--- config.mk ---
export PLATFORM = sky130hd
export DESIGN_NAME = program_flash_block_writer
export DESIGN_NICKNAME = d
export VERILOG_FILES = /design/src/flash_writer_pkg.sv /design/src/program_flash_block_writer.sv
export SDC_FILE = /design/constraint.sdc
export NUM_CORES = 1
export LEC_CHECK = 0
export ABC_AREA = 1
export BUFFER_PORTS_ARGS = -buffer_cell sky130_fd_sc_hd__buf_2
export CAP_MARGIN = 20
export CORE_MARGIN = 2
export CORE_UTILIZATION = 28
export CTS_CLUSTER_SIZE = 20
export DETAILED_ROUTE_END_ITERATION = 10
export GPL_TIMING_DRIVEN = 0
export REMOVE_ABC_BUFFERS = 1
export SKIP_CTS_REPAIR_TIMING = 1
export SLEW_MARGIN = 15
export SYNTH_ARGS = -nofsm -noshare
export SYNTH_HDL_FRONTEND = slang
export SYNTH_SLANG_ARGS = --single-unit
--- constraint.sdc ---
create_clock -name clock -period 3.4 [get_ports clock]
set_input_delay 0 -clock clock [delete_from_list [all_inputs] [get_ports clock]]
set_output_delay 0 -clock clock [all_outputs]
set_load 0.05 [all_outputs]
--- src/flash_writer_pkg.sv ---
package flash_writer_pkg;

  localparam int unsigned CLOCK_HZ = 100_000_000;
  localparam int unsigned WRITE_TIME_US = 2000;
  localparam int unsigned WRITE_CYCLES = WRITE_TIME_US * (CLOCK_HZ / 1_000_000);
  localparam logic [7:0] UNLOCK_FIRST = 8'h55;
  localparam logic [7:0] UNLOCK_SECOND = 8'hAA;
  localparam logic [7:0] HOLD_RESET = 8'hFF;
  localparam int unsigned BLOCK_BYTES_DEFAULT = 16;
  localparam int unsigned ADDR_BITS_DEFAULT = 21;

  typedef enum logic [1:0] {
    UNLOCK_IDLE,
    UNLOCK_HALF,
    UNLOCK_ARMED
  } unlock_state_t;

endpackage : flash_writer_pkg

--- src/program_flash_block_writer.sv ---
// Notes on behaviour
// RL1: Program whole 8 or 16 byte blocks only.
// RL2: Core loads one byte per table store.
// RL3: Table stores only fill holding registers.
// RL4: One holding register per block byte.
// RL5: Stall the core during a long write.
// RL6: Internal timer ends the long write.
// RL7: Holding registers preset FFh on reset, after write.
// RL8: FFh holding byte leaves flash byte unchanged.
// RL9: Software selects program memory and enables write.
// RL10: Unlock needs 55h then AAh before start.
// RL11: Start after unlock launches the block write.
// RL12: Core stalls about 2 ms for the write.
// RL13: Software loads from first byte, pointer increments.
// RL14: Software erases 64-byte region before programming.
// RL15: Table pointer stays inside the target block.
// RL16: Software verifies by table reads afterwards.
// RL17: Software masks interrupts across the unlock sequence.
// RL18: Ignore start without unlock or enable.
`timescale 1ns/1ps
`default_nettype none

module program_flash_block_writer #(
  parameter int unsigned BLOCK_BYTES = flash_writer_pkg::BLOCK_BYTES_DEFAULT,
  parameter int unsigned ADDR_BITS = flash_writer_pkg::ADDR_BITS_DEFAULT,
  parameter int unsigned WRITE_CYCLES = flash_writer_pkg::WRITE_CYCLES
) (
  input wire logic clock,
  input wire logic sys_rst,
  input wire logic table_store_instruction,
  input wire logic [7:0] table_byte_latch,
  input wire logic [ADDR_BITS-1:0] table_pointer,
  input wire logic memory_target_select,
  input wire logic config_space_select,
  input wire logic program_enable_bit,
  input wire logic unlock_write,
  input wire logic [7:0] unlock_data,
  input wire logic start_write,
  output logic core_stall,
  output logic write_busy,
  output logic write_done,
  output logic flash_wr_en,
  output logic [ADDR_BITS-1:0] flash_addr,
  output logic [7:0] flash_wdata,
  output logic [BLOCK_BYTES-1:0] holding_loaded
);

  localparam int unsigned IDX_BITS = $clog2(BLOCK_BYTES);
  localparam int unsigned CNT_BITS = $clog2(WRITE_CYCLES + 1);
  localparam logic [CNT_BITS-1:0] CNT_LAST = CNT_BITS'(WRITE_CYCLES - 1);

  logic [7:0] hold_reg [BLOCK_BYTES];
  flash_writer_pkg::unlock_state_t unlock_reg;
  logic [CNT_BITS-1:0] timer_reg;
  logic [IDX_BITS:0] prog_idx_reg;
  logic [ADDR_BITS-IDX_BITS-1:0] block_base_reg;
  logic launch;
  logic timer_end;

  function automatic logic [IDX_BITS-1:0] byte_index(input logic [ADDR_BITS-1:0] addr);
    byte_index = addr[IDX_BITS-1:0];
  endfunction : byte_index

  ////////////////////////////////////////////////////////////////////////////
  // Unlock sequence: any write to the port other than the expected byte
  // drops back to idle, and any start attempt consumes the arming.

  always_ff @(posedge clock) begin
    if (sys_rst) begin
      unlock_reg <= flash_writer_pkg::UNLOCK_IDLE;
    end else if (start_write || write_busy) begin
      unlock_reg <= flash_writer_pkg::UNLOCK_IDLE; // RL18
    end else if (unlock_write) begin
      unique case (unlock_reg)
        flash_writer_pkg::UNLOCK_IDLE: begin
          unlock_reg <= (unlock_data == flash_writer_pkg::UNLOCK_FIRST) ?
                        flash_writer_pkg::UNLOCK_HALF : flash_writer_pkg::UNLOCK_IDLE; // RL10
        end
        flash_writer_pkg::UNLOCK_HALF: begin
          unlock_reg <= (unlock_data == flash_writer_pkg::UNLOCK_SECOND) ?
                        flash_writer_pkg::UNLOCK_ARMED : flash_writer_pkg::UNLOCK_IDLE; // RL10
        end
        flash_writer_pkg::UNLOCK_ARMED: begin
          unlock_reg <= flash_writer_pkg::UNLOCK_IDLE;
        end
        default: begin
          unlock_reg <= flash_writer_pkg::UNLOCK_IDLE;
        end
      endcase
    end
  end

  assign launch = start_write && !write_busy && program_enable_bit && memory_target_select
                  && !config_space_select
                  && (unlock_reg == flash_writer_pkg::UNLOCK_ARMED); // RL11 RL18
  assign timer_end = write_busy && (timer_reg == CNT_LAST);

  ////////////////////////////////////////////////////////////////////////////
  // Holding registers: one per block byte, indexed by the low pointer bits.

  for (genvar g = 0; g < BLOCK_BYTES; g++) begin : g_hold
    always_ff @(posedge clock) begin
      if (sys_rst || timer_end) begin
        hold_reg[g] <= flash_writer_pkg::HOLD_RESET; // RL7 RL4
        holding_loaded[g] <= 1'b0;
      end else if (table_store_instruction && !write_busy
                   && byte_index(table_pointer) == IDX_BITS'(g)) begin
        hold_reg[g] <= table_byte_latch; // RL2 RL3
        holding_loaded[g] <= 1'b1;
      end
    end

    a_unloaded_preset: assert property (@(posedge clock) disable iff (sys_rst) // RL7 RL8
      !holding_loaded[g] |-> hold_reg[g] == flash_writer_pkg::HOLD_RESET)
      else $error("unloaded byte not preset");

    a_store_lands: assert property (@(posedge clock) disable iff (sys_rst) // RL3 RL4
      table_store_instruction && !write_busy && byte_index(table_pointer) == IDX_BITS'(g)
      |=> hold_reg[g] == $past(table_byte_latch) && holding_loaded[g])
      else $error("store missed its byte");
  end

  ////////////////////////////////////////////////////////////////////////////
  // Programming timer and core stall for the long write.

  always_ff @(posedge clock) begin
    if (sys_rst) begin
      write_busy <= 1'b0;
      core_stall <= 1'b0;
      timer_reg <= '0;
      block_base_reg <= '0;
    end else if (launch) begin
      write_busy <= 1'b1;
      core_stall <= 1'b1; // RL5 RL12
      timer_reg <= '0;
      block_base_reg <= table_pointer[ADDR_BITS-1:IDX_BITS]; // RL15
    end else if (timer_end) begin
      write_busy <= 1'b0; // RL6
      core_stall <= 1'b0;
      timer_reg <= '0;
    end else if (write_busy) begin
      timer_reg <= timer_reg + 1'b1; // RL6 RL12
    end
  end

  always_ff @(posedge clock) begin
    if (sys_rst) begin
      write_done <= 1'b0;
    end else begin
      write_done <= timer_end;
    end
  end

  ////////////////////////////////////////////////////////////////////////////
  // Byte stream to the array: whole block walked, FFh bytes skipped.

  always_ff @(posedge clock) begin
    if (sys_rst) begin
      prog_idx_reg <= '0;
      flash_wr_en <= 1'b0;
      flash_addr <= '0;
      flash_wdata <= 8'h00;
    end else begin
      flash_wr_en <= 1'b0;
      if (launch) begin
        prog_idx_reg <= '0; // RL1
      end else if (write_busy && prog_idx_reg < (IDX_BITS+1)'(BLOCK_BYTES)) begin
        prog_idx_reg <= prog_idx_reg + 1'b1;
        flash_addr <= {block_base_reg, prog_idx_reg[IDX_BITS-1:0]};
        flash_wdata <= hold_reg[prog_idx_reg[IDX_BITS-1:0]];
        flash_wr_en <= (hold_reg[prog_idx_reg[IDX_BITS-1:0]] !=
                        flash_writer_pkg::HOLD_RESET); // RL8
      end
    end
  end

  ////////////////////////////////////////////////////////////////////////////

  a_stall_matches_busy: assert property (@(posedge clock) disable iff (sys_rst)
    core_stall == write_busy) else $error("stall differs from busy"); // RL5

  a_launch_sets_stall: assert property (@(posedge clock) disable iff (sys_rst)
    launch |=> core_stall && write_busy) else $error("launch did not stall"); // RL11

  a_no_unarmed_start: assert property (@(posedge clock) disable iff (sys_rst)
    (!write_busy && (unlock_reg != flash_writer_pkg::UNLOCK_ARMED || !program_enable_bit))
    |=> !write_busy) else $error("start without unlock"); // RL18

  a_unlock_order: assert property (@(posedge clock) disable iff (sys_rst)
    (unlock_reg == flash_writer_pkg::UNLOCK_ARMED) |->
    $past(unlock_reg) != flash_writer_pkg::UNLOCK_IDLE) else $error("armed early"); // RL10

  a_timer_ends: assert property (@(posedge clock) disable iff (sys_rst)
    timer_end |=> !write_busy && write_done) else $error("timer did not end"); // RL6

  a_hold_preset: assert property (@(posedge clock) disable iff (sys_rst)
    write_done |-> hold_reg[0] == flash_writer_pkg::HOLD_RESET
    && !holding_loaded[0]) else $error("holding not preset"); // RL7

  a_store_short: assert property (@(posedge clock) disable iff (sys_rst)
    !write_busy |=> !flash_wr_en) else $error("store wrote flash"); // RL3

  a_ff_skipped: assert property (@(posedge clock) disable iff (sys_rst)
    flash_wr_en |-> flash_wdata != flash_writer_pkg::HOLD_RESET) else $error("FFh written"); // RL8

  a_block_stays: assert property (@(posedge clock) disable iff (sys_rst)
    flash_wr_en |-> flash_addr[ADDR_BITS-1:IDX_BITS] == block_base_reg)
    else $error("write left block"); // RL1

  ////////////////////////////////////////////////////////////////////////////
  // Timing of the long write, the byte walk and the unlock arming.
  // These only hold while the write time exceeds the block length.

  a_done_single: assert property (@(posedge clock) disable iff (sys_rst) // RL6
    write_done |=> !write_done)
    else $error("done lasted more than a cycle");

  a_done_after_busy: assert property (@(posedge clock) disable iff (sys_rst) // RL6
    write_done |-> !write_busy && $past(write_busy))
    else $error("done without a write");

  a_busy_holds: assert property (@(posedge clock) disable iff (sys_rst) // RL12
    write_busy && !timer_end |=> write_busy)
    else $error("write ended early");

  a_timer_bounded: assert property (@(posedge clock) disable iff (sys_rst) // RL12
    write_busy |-> timer_reg <= CNT_LAST)
    else $error("timer ran past its end");

  a_timer_idle: assert property (@(posedge clock) disable iff (sys_rst) // RL6
    !write_busy |-> timer_reg == '0)
    else $error("timer not cleared when idle");

  a_timer_steps: assert property (@(posedge clock) disable iff (sys_rst) // RL12
    write_busy && !timer_end |=> timer_reg == $past(timer_reg) + 1'b1)
    else $error("timer skipped a count");

  a_busy_rise: assert property (@(posedge clock) disable iff (sys_rst) // RL11
    $rose(write_busy) |-> $past(launch))
    else $error("write began without launch");

  a_busy_fall: assert property (@(posedge clock) disable iff (sys_rst) // RL6
    $fell(write_busy) |-> $past(timer_end))
    else $error("write ended without timer");

  a_loaded_frozen: assert property (@(posedge clock) disable iff (sys_rst) // RL3
    write_busy && !timer_end |=> $stable(holding_loaded))
    else $error("loaded flags moved during write");

  a_last_frozen: assert property (@(posedge clock) disable iff (sys_rst) // RL3
    write_busy && !timer_end |=> $stable(hold_reg[BLOCK_BYTES-1]))
    else $error("holding byte moved during write");

  a_wr_in_write: assert property (@(posedge clock) disable iff (sys_rst) // RL3
    flash_wr_en |-> $past(write_busy))
    else $error("array written outside a write");

  a_wr_data_held: assert property (@(posedge clock) disable iff (sys_rst) // RL11
    flash_wr_en |-> flash_wdata == hold_reg[flash_addr[IDX_BITS-1:0]])
    else $error("array byte differs from holding byte");

  a_idx_bounded: assert property (@(posedge clock) disable iff (sys_rst) // RL1
    prog_idx_reg <= BLOCK_BYTES)
    else $error("walk index out of range");

  a_walk_start: assert property (@(posedge clock) disable iff (sys_rst) // RL1
    launch |=> prog_idx_reg == '0)
    else $error("walk did not restart");

  a_walk_step: assert property (@(posedge clock) disable iff (sys_rst) // RL1
    write_busy && prog_idx_reg < BLOCK_BYTES |=> prog_idx_reg == $past(prog_idx_reg) + 1'b1)
    else $error("walk skipped a byte");

  a_walk_whole: assert property (@(posedge clock) disable iff (sys_rst) // RL1
    timer_end |-> prog_idx_reg == BLOCK_BYTES)
    else $error("write ended before whole block");

  a_arm_after_half: assert property (@(posedge clock) disable iff (sys_rst) // RL10
    unlock_reg == flash_writer_pkg::UNLOCK_ARMED
    && $past(unlock_reg) != flash_writer_pkg::UNLOCK_ARMED
    |-> $past(unlock_reg) == flash_writer_pkg::UNLOCK_HALF && $past(unlock_write)
    && $past(unlock_data) == flash_writer_pkg::UNLOCK_SECOND)
    else $error("armed without second unlock byte");

  a_half_after_first: assert property (@(posedge clock) disable iff (sys_rst) // RL10
    unlock_reg == flash_writer_pkg::UNLOCK_HALF
    && $past(unlock_reg) != flash_writer_pkg::UNLOCK_HALF
    |-> $past(unlock_write) && $past(unlock_data) == flash_writer_pkg::UNLOCK_FIRST)
    else $error("half armed without first unlock byte");

  a_start_disarms: assert property (@(posedge clock) disable iff (sys_rst) // RL18
    start_write |=> unlock_reg == flash_writer_pkg::UNLOCK_IDLE)
    else $error("start left arming in place");

  a_busy_disarms: assert property (@(posedge clock) disable iff (sys_rst) // RL18
    write_busy |=> unlock_reg == flash_writer_pkg::UNLOCK_IDLE)
    else $error("armed during a write");

  a_select_guard: assert property (@(posedge clock) disable iff (sys_rst) // RL18
    !write_busy && (!memory_target_select || config_space_select) |=> !write_busy)
    else $error("write launched with wrong target");

  a_reset_clean: assert property (@(posedge clock) disable iff (sys_rst) // RL7
    $past(sys_rst) |-> !write_busy && !write_done && !flash_wr_en && holding_loaded == '0)
    else $error("state not cleared by reset");

endmodule : program_flash_block_writer

`default_nettype wire

==> metrics, run 1 <==
htree depth=1; status=finished, violations left; row count=67; Peak Freq=around 0.36 GHz; Die Wd=approximately 190 µm; sequential power share=0.511; WP data arrival=3140 ps; total number of yosys warnings=0; clock transition at the registers of the reported paths=60 ps; Max Clock Skew=roughly 14 ps; Critical Path Sink Type=flop; synth unique cells=34; Gate Count Post-Synth=1121; largest net degree at the start of global routing=73; Setup Viol. Count Final=0; post-DR wirelength/cell=between 10 and 15 µm; grt ovf=0; unrepaired setup endpoints after global routing=false; post-route worst setup slack=around 630 ps; Worst Path Required=3770 ps; GP Congestion=just over 0.8; DR iter-0 viols=about 670; Final HPWL DP=roughly 16000 µm; slew margin rel.=0.2813; period utilization=0.8149; DRC Markers=0; fin area=11470 µm²; Pleak=4.503 nW; synthesis-stage register bit count=between 200 and 250; DIE AREA=~36000 µm²; worst hold margin=-28.32 ps; Clock power frac=0.451; vias in the first global route=7193; total vias in the final route=7644; Hold Path Class=input port to flop; kind of critical path=flop to flop; Worst-Skew Late Latency=approximately 520 ps; Max Transition Viols Final=0; pwr/cell area=a little under 500 nW/µm²; fraction of layout cells with a size suffix above 1=0.1314; CTS tree=built; DR pass1 iterations=7; failing checks=hold timing; deepest clock path buffer count=3; area grow syn2layout=18.87%; worst-margin pin slew=approximately 1100 ps; syn_area_per_cell=roughly 8.6 µm²; Yosys top cell by area=edfxtp_1; clk sinks=222; height of the chip=~190 µm; final core occ=0.3405; maximum VDD drop=362.4 µV; largest fanout on the critical path=a little over 70; I/O pin count=94; setup TNS=0 ps; FF/Latch Area=around 5700 µm²; sw power=roughly 1.2 mW; first-pass GRT wire length=a little under 40000 µm; initial antenna violation count=0; Total Wirelength=24850 µm; Synth async-reset ratio=0; root buffer cell=clkbuf_16; Area after DPL=roughly 10000 µm²; synth cell count leaders=nand2_1 (365), edfxtp_1 (128), inv_1 (119); total CTS buffers=25; max-cap violations=0; most common cell in the synthesized netlist=nand2_1; core area=~34000 µm²; Initial Util=0.2864; Post-synth top flop=edfxtp_1; vias per cell=roughly 4.5; Post-Syn Area=~9700 µm²; Final Net Count=1262; register area share after synthesis=0.5932; Switching Fraction=0.2204; Final min period=between 2000 and 3000 ps; final hold violation count=5; max reg flops=roughly 130; internal power=between 4 and 5 mW; Yosys top cell area share=0.3982; worst slack, placed=roughly 630 ps; Synth area leaders=edfxtp_1 (40%), dfxtp_1 (19%), nand2_1 (14%); port bufs=a little over 90; Gate power share=0.038; Worst setup SP type=flop; All-Layer GR Usage=0.1351; DRT antenna net count=0; Post-synth EDFFs=approximately 130; filler instances=about 3500; final antenna diode count=0; area occupied by multi-input gates=between 3000 and 4000 µm²
-- final cells by class --
cell class,instances,area share
clock buffer,34,0.06107
multi-input combinational,721,0.2794
timing repair buffer,119,0.06456
tap,448,0.04886
inverter,126,0.04122
clock inverter,11,0.005562
sequential,222,0.4993
-- stage by stage --
step           power (mW)  std cells
2_1_floorplan       3.009       1069
3_3_place_gp        3.095       1610
3_5_place_dp        3.100       1612
4_1_cts             5.598       1657
5_1_grt             5.746       1681
6_report            5.571       1681
-- final timing paths --
path	end	slack (ps)	cells after the start	startpoint
max reg2reg	flash_wr_en$_SDFF_PP0_	630	9	flop
min reg2reg	holding_loaded[5]$_SDFFE_PP0P_	440	2	holding_loaded[5]$_SDFFE_PP0P_
min	holding_loaded[0]$_SDFFE_PP0P_	-30	4	table_pointer[1]
max	flash_wr_en$_SDFF_PP0_	630	9	flop
-- worst max-delay path: stages, from the launching register on --
cell and delay [ps]:
dfxtp_4 860, inv_2 640, nand2_1 210, nand3_1 90, nand3_1 220, nand3_1 170
nand2_1 160, nand2_1 60, nor2_1 80, a21oi_1 60
-- layer usage --
metal,part of all wire,vias up,global-route usage,wire (µm)
li1,-,3802,-,-
met1,0.46,3596,0.1846,11510
met2,0.46,196,0.2184,11460
met3,0.045,50,0.01734,1118
met4,0.031,0,0.05188,767
met5,0,-,0,0
-- kinds of logic after synthesis --
kind of cell | share of synthesized area
fa+ha+maj | 0.002592
buf+inv | 0.07519
flops | 0.5932
compound gates | 0.05600
xor+xnor | 0.01270
simple gates | 0.2603
-- power by group through the flow --
stage                     sequential, mW  combinational, mW  clock (mW)
after global placement              2.91              0.188           0
after global routing                2.85              0.232        2.67
after CTS                           2.85              0.194        2.56
after detailed placement            2.91              0.194           0
final                               2.85              0.212        2.51
after floorplan                     2.92             0.0887           0
-- layout by cell type, fill, tap and decap left out, types with 10 or more instances in the layout --
master / instances
nand2_1: 364
edfxtp_1: 128
inv_1: 119
nor2_1: 94
nand3_1: 94
dfxtp_1: 93
buf_2: 93
o21ai_0: 52
a21oi_1: 41
clkbuf_16: 25
dlygate4sd3_1: 24
nor2_2: 15
nor3_1: 12
xor2_1: 10
No activity file was read; power rests on OpenSTA's default activity.
==> run 2, diff against run 1 <==
==> constraint.sdc (replaced) <==
create_clock -name clock -period 2.34 [get_ports clock]
set_input_delay 0 -clock clock [delete_from_list [all_inputs] [get_ports clock]]
set_output_delay 0 -clock clock [all_outputs]
set_load 0.05 [all_outputs]
==> run 2 against run 1 <==
The run still ends with hold timing left. Power is 46% higher. Critical path depth shrank 2. Worst setup slack got worse by 490 ps.
==> metrics, run 2 (same netlist as run 1, synthesis figures left out) <==
status=finished, violations left; failing checks=hold timing; port bufs=93; Final min period=2201 ps; Worst-Skew Late Latency=about 520 ps; Layout Cells excl Fill=about 1700; pwr/cell area=695.4 nW/µm²; Max Clock Skew=between 15 and 20 ps; Gate power share=0.040; area grow syn2layout=21.01%; Initial Util=0.2864; maximum VDD drop=roughly 530 µV; I/O pin count=94; commonest non-fill, non-tap cell in the layout=nand2_1; sequential power share=0.509; Worst Path Required=~2700 ps; Peak Freq=roughly 0.45 GHz; largest net degree at the start of global routing=between 70 and 80; worst slack, placed=-425.3 ps; Pwr Total=8.123 mW; Pleak=4.570 nW; first-pass GRT wire length=between 30000 and 40000 µm; clock transition at the registers of the reported paths=~60 ps; Max Transition Viols Final=0; critical path buffer and inverter count=1; post-route worst setup slack=139.2 ps; R2R Setup Slk=roughly 140 ps; height of the chip=between 150 and 200 µm; CTS tree=built; final antenna diode count=0; vias per cell=between 4 and 5; period utilization=0.9405; largest fanout on the critical path=17; CP Cell Sequence=inv_1, nand3_1, nand3_1, nand2_1, nand2_1, nor2_1, a21oi_1; worst hold margin=-28.23 ps; core area=roughly 34000 µm²; Switching Fraction=0.2225; Final Net Count=~1300; total CTS buffers=25; GP Congestion=around 0.81; Die Wd=~190 µm; kind of critical path=flop to flop; vias in the first global route=between 7000 and 8000; WP data arrival=2570 ps; sw power=1.808 mW; initial antenna violation count=0; Critical Path Sink Type=flop; All-Layer GR Usage=0.1351; grt ovf=0; clk sinks=~220; htree depth=1; DR iter-0 viols=between 700 and 800; row count=67; Clock power frac=0.451; total vias in the final route=roughly 7700; worst-margin pin slew=between 800 and 900 ps; DIE AREA=around 36000 µm²; max-cap violations=0; DRT antenna net count=0; Final HPWL DP=15880 µm; deepest clock path buffer count=3; Crit path max-delay family=flip-flops; CP max stage cell=dfxtp_1; setup TNS=0 ps; Worst path max stage delay=~750 ps; slew margin rel.=0.4017; internal power=about 6.3 mW; Total Wirelength=around 26000 µm; post-DR wirelength/cell=15.19 µm; most frequent cells in the layout=nand2_1 (347), edfxtp_1 (128), inv_1 (118), nand3_1 (94); Hold Path Class=input port to flop; root buffer cell=clkbuf_16; unrepaired setup endpoints after global routing=true; DRC Markers=0; fraction of layout cells with a size suffix above 1=0.1535; max reg flops=128; final hold violation count=1; post-placement cell count=1612; Setup Viol. Count Final=0; DR pass1 iterations=5; Worst setup SP type=flop
==> run 2: changes by cell type in the layout (fill, tap and decap cells not counted), sizes merged <==
cell	change
clkinvlp	+1
buf	+8
dlygate4sd3	+3
inv	-1
==> run 2: path summary, 6_finish.rpt <==
kind                                       start                             end  depth (start not counted)
setup / recovery                            flop          flash_wr_en$_SDFF_PP0_                          7
hold / removal                  table_pointer[1]  holding_loaded[0]$_SDFFE_PP0P_                          4
hold reg to reg   holding_loaded[5]$_SDFFE_PP0P_  holding_loaded[5]$_SDFFE_PP0P_                          2
setup reg to reg                            flop          flash_wr_en$_SDFF_PP0_                          7
==> run 2: stage by stage <==
step                utilization  cell area (µm²)
finish                   0.3466            11680
global route             0.3466            11680
CTS                      0.3333            11230
detailed placement       0.3106            10470
global placement         0.3093            10430
floorplan                     -             9399
==> run 2: final cells by class <==
cell class,count,area (µm²)
fillers,3457,22020
flip-flops and latches,222,5734
multi-input cells,721,3271
repair buffers,130,863.3
clock buffers,34,700.7
well taps,448,560.5
inverters,126,486.7
clock inverters,11,63.81
==> run 2: power groups by stage <==
| stage | combinational [mW] | clock [mW] | sequential, mW |
|---|---|---|---|
| after floorplan | 0.129 | 0 | 4.24 |
| after global placement | 0.274 | 0 | 4.22 |
| after detailed placement | 0.282 | 0 | 4.22 |
| after CTS | 0.282 | 3.71 | 4.14 |
| after global routing | 0.352 | 3.87 | 4.14 |
| final | 0.323 | 3.66 | 4.14 |
==> run 2: layer usage <==
| layer | vias up | track usage | routed length, µm |
|---|---|---|---|
| met4 | 0 | 0.05188 | 710 |
| met5 | - | 0 | 0 |
| met3 | 44 | 0.01734 | 1127 |
| li1 | 3819 | - | - |
| met2 | 186 | 0.2184 | 11980 |
| met1 | 3662 | 0.1846 | 11890 |
==> run 2: tightest hold or removal path: stages <==
cell and delay [ps]:
buf_2 110, nor2_1 120, a21oi_1 160, nor2_1 50
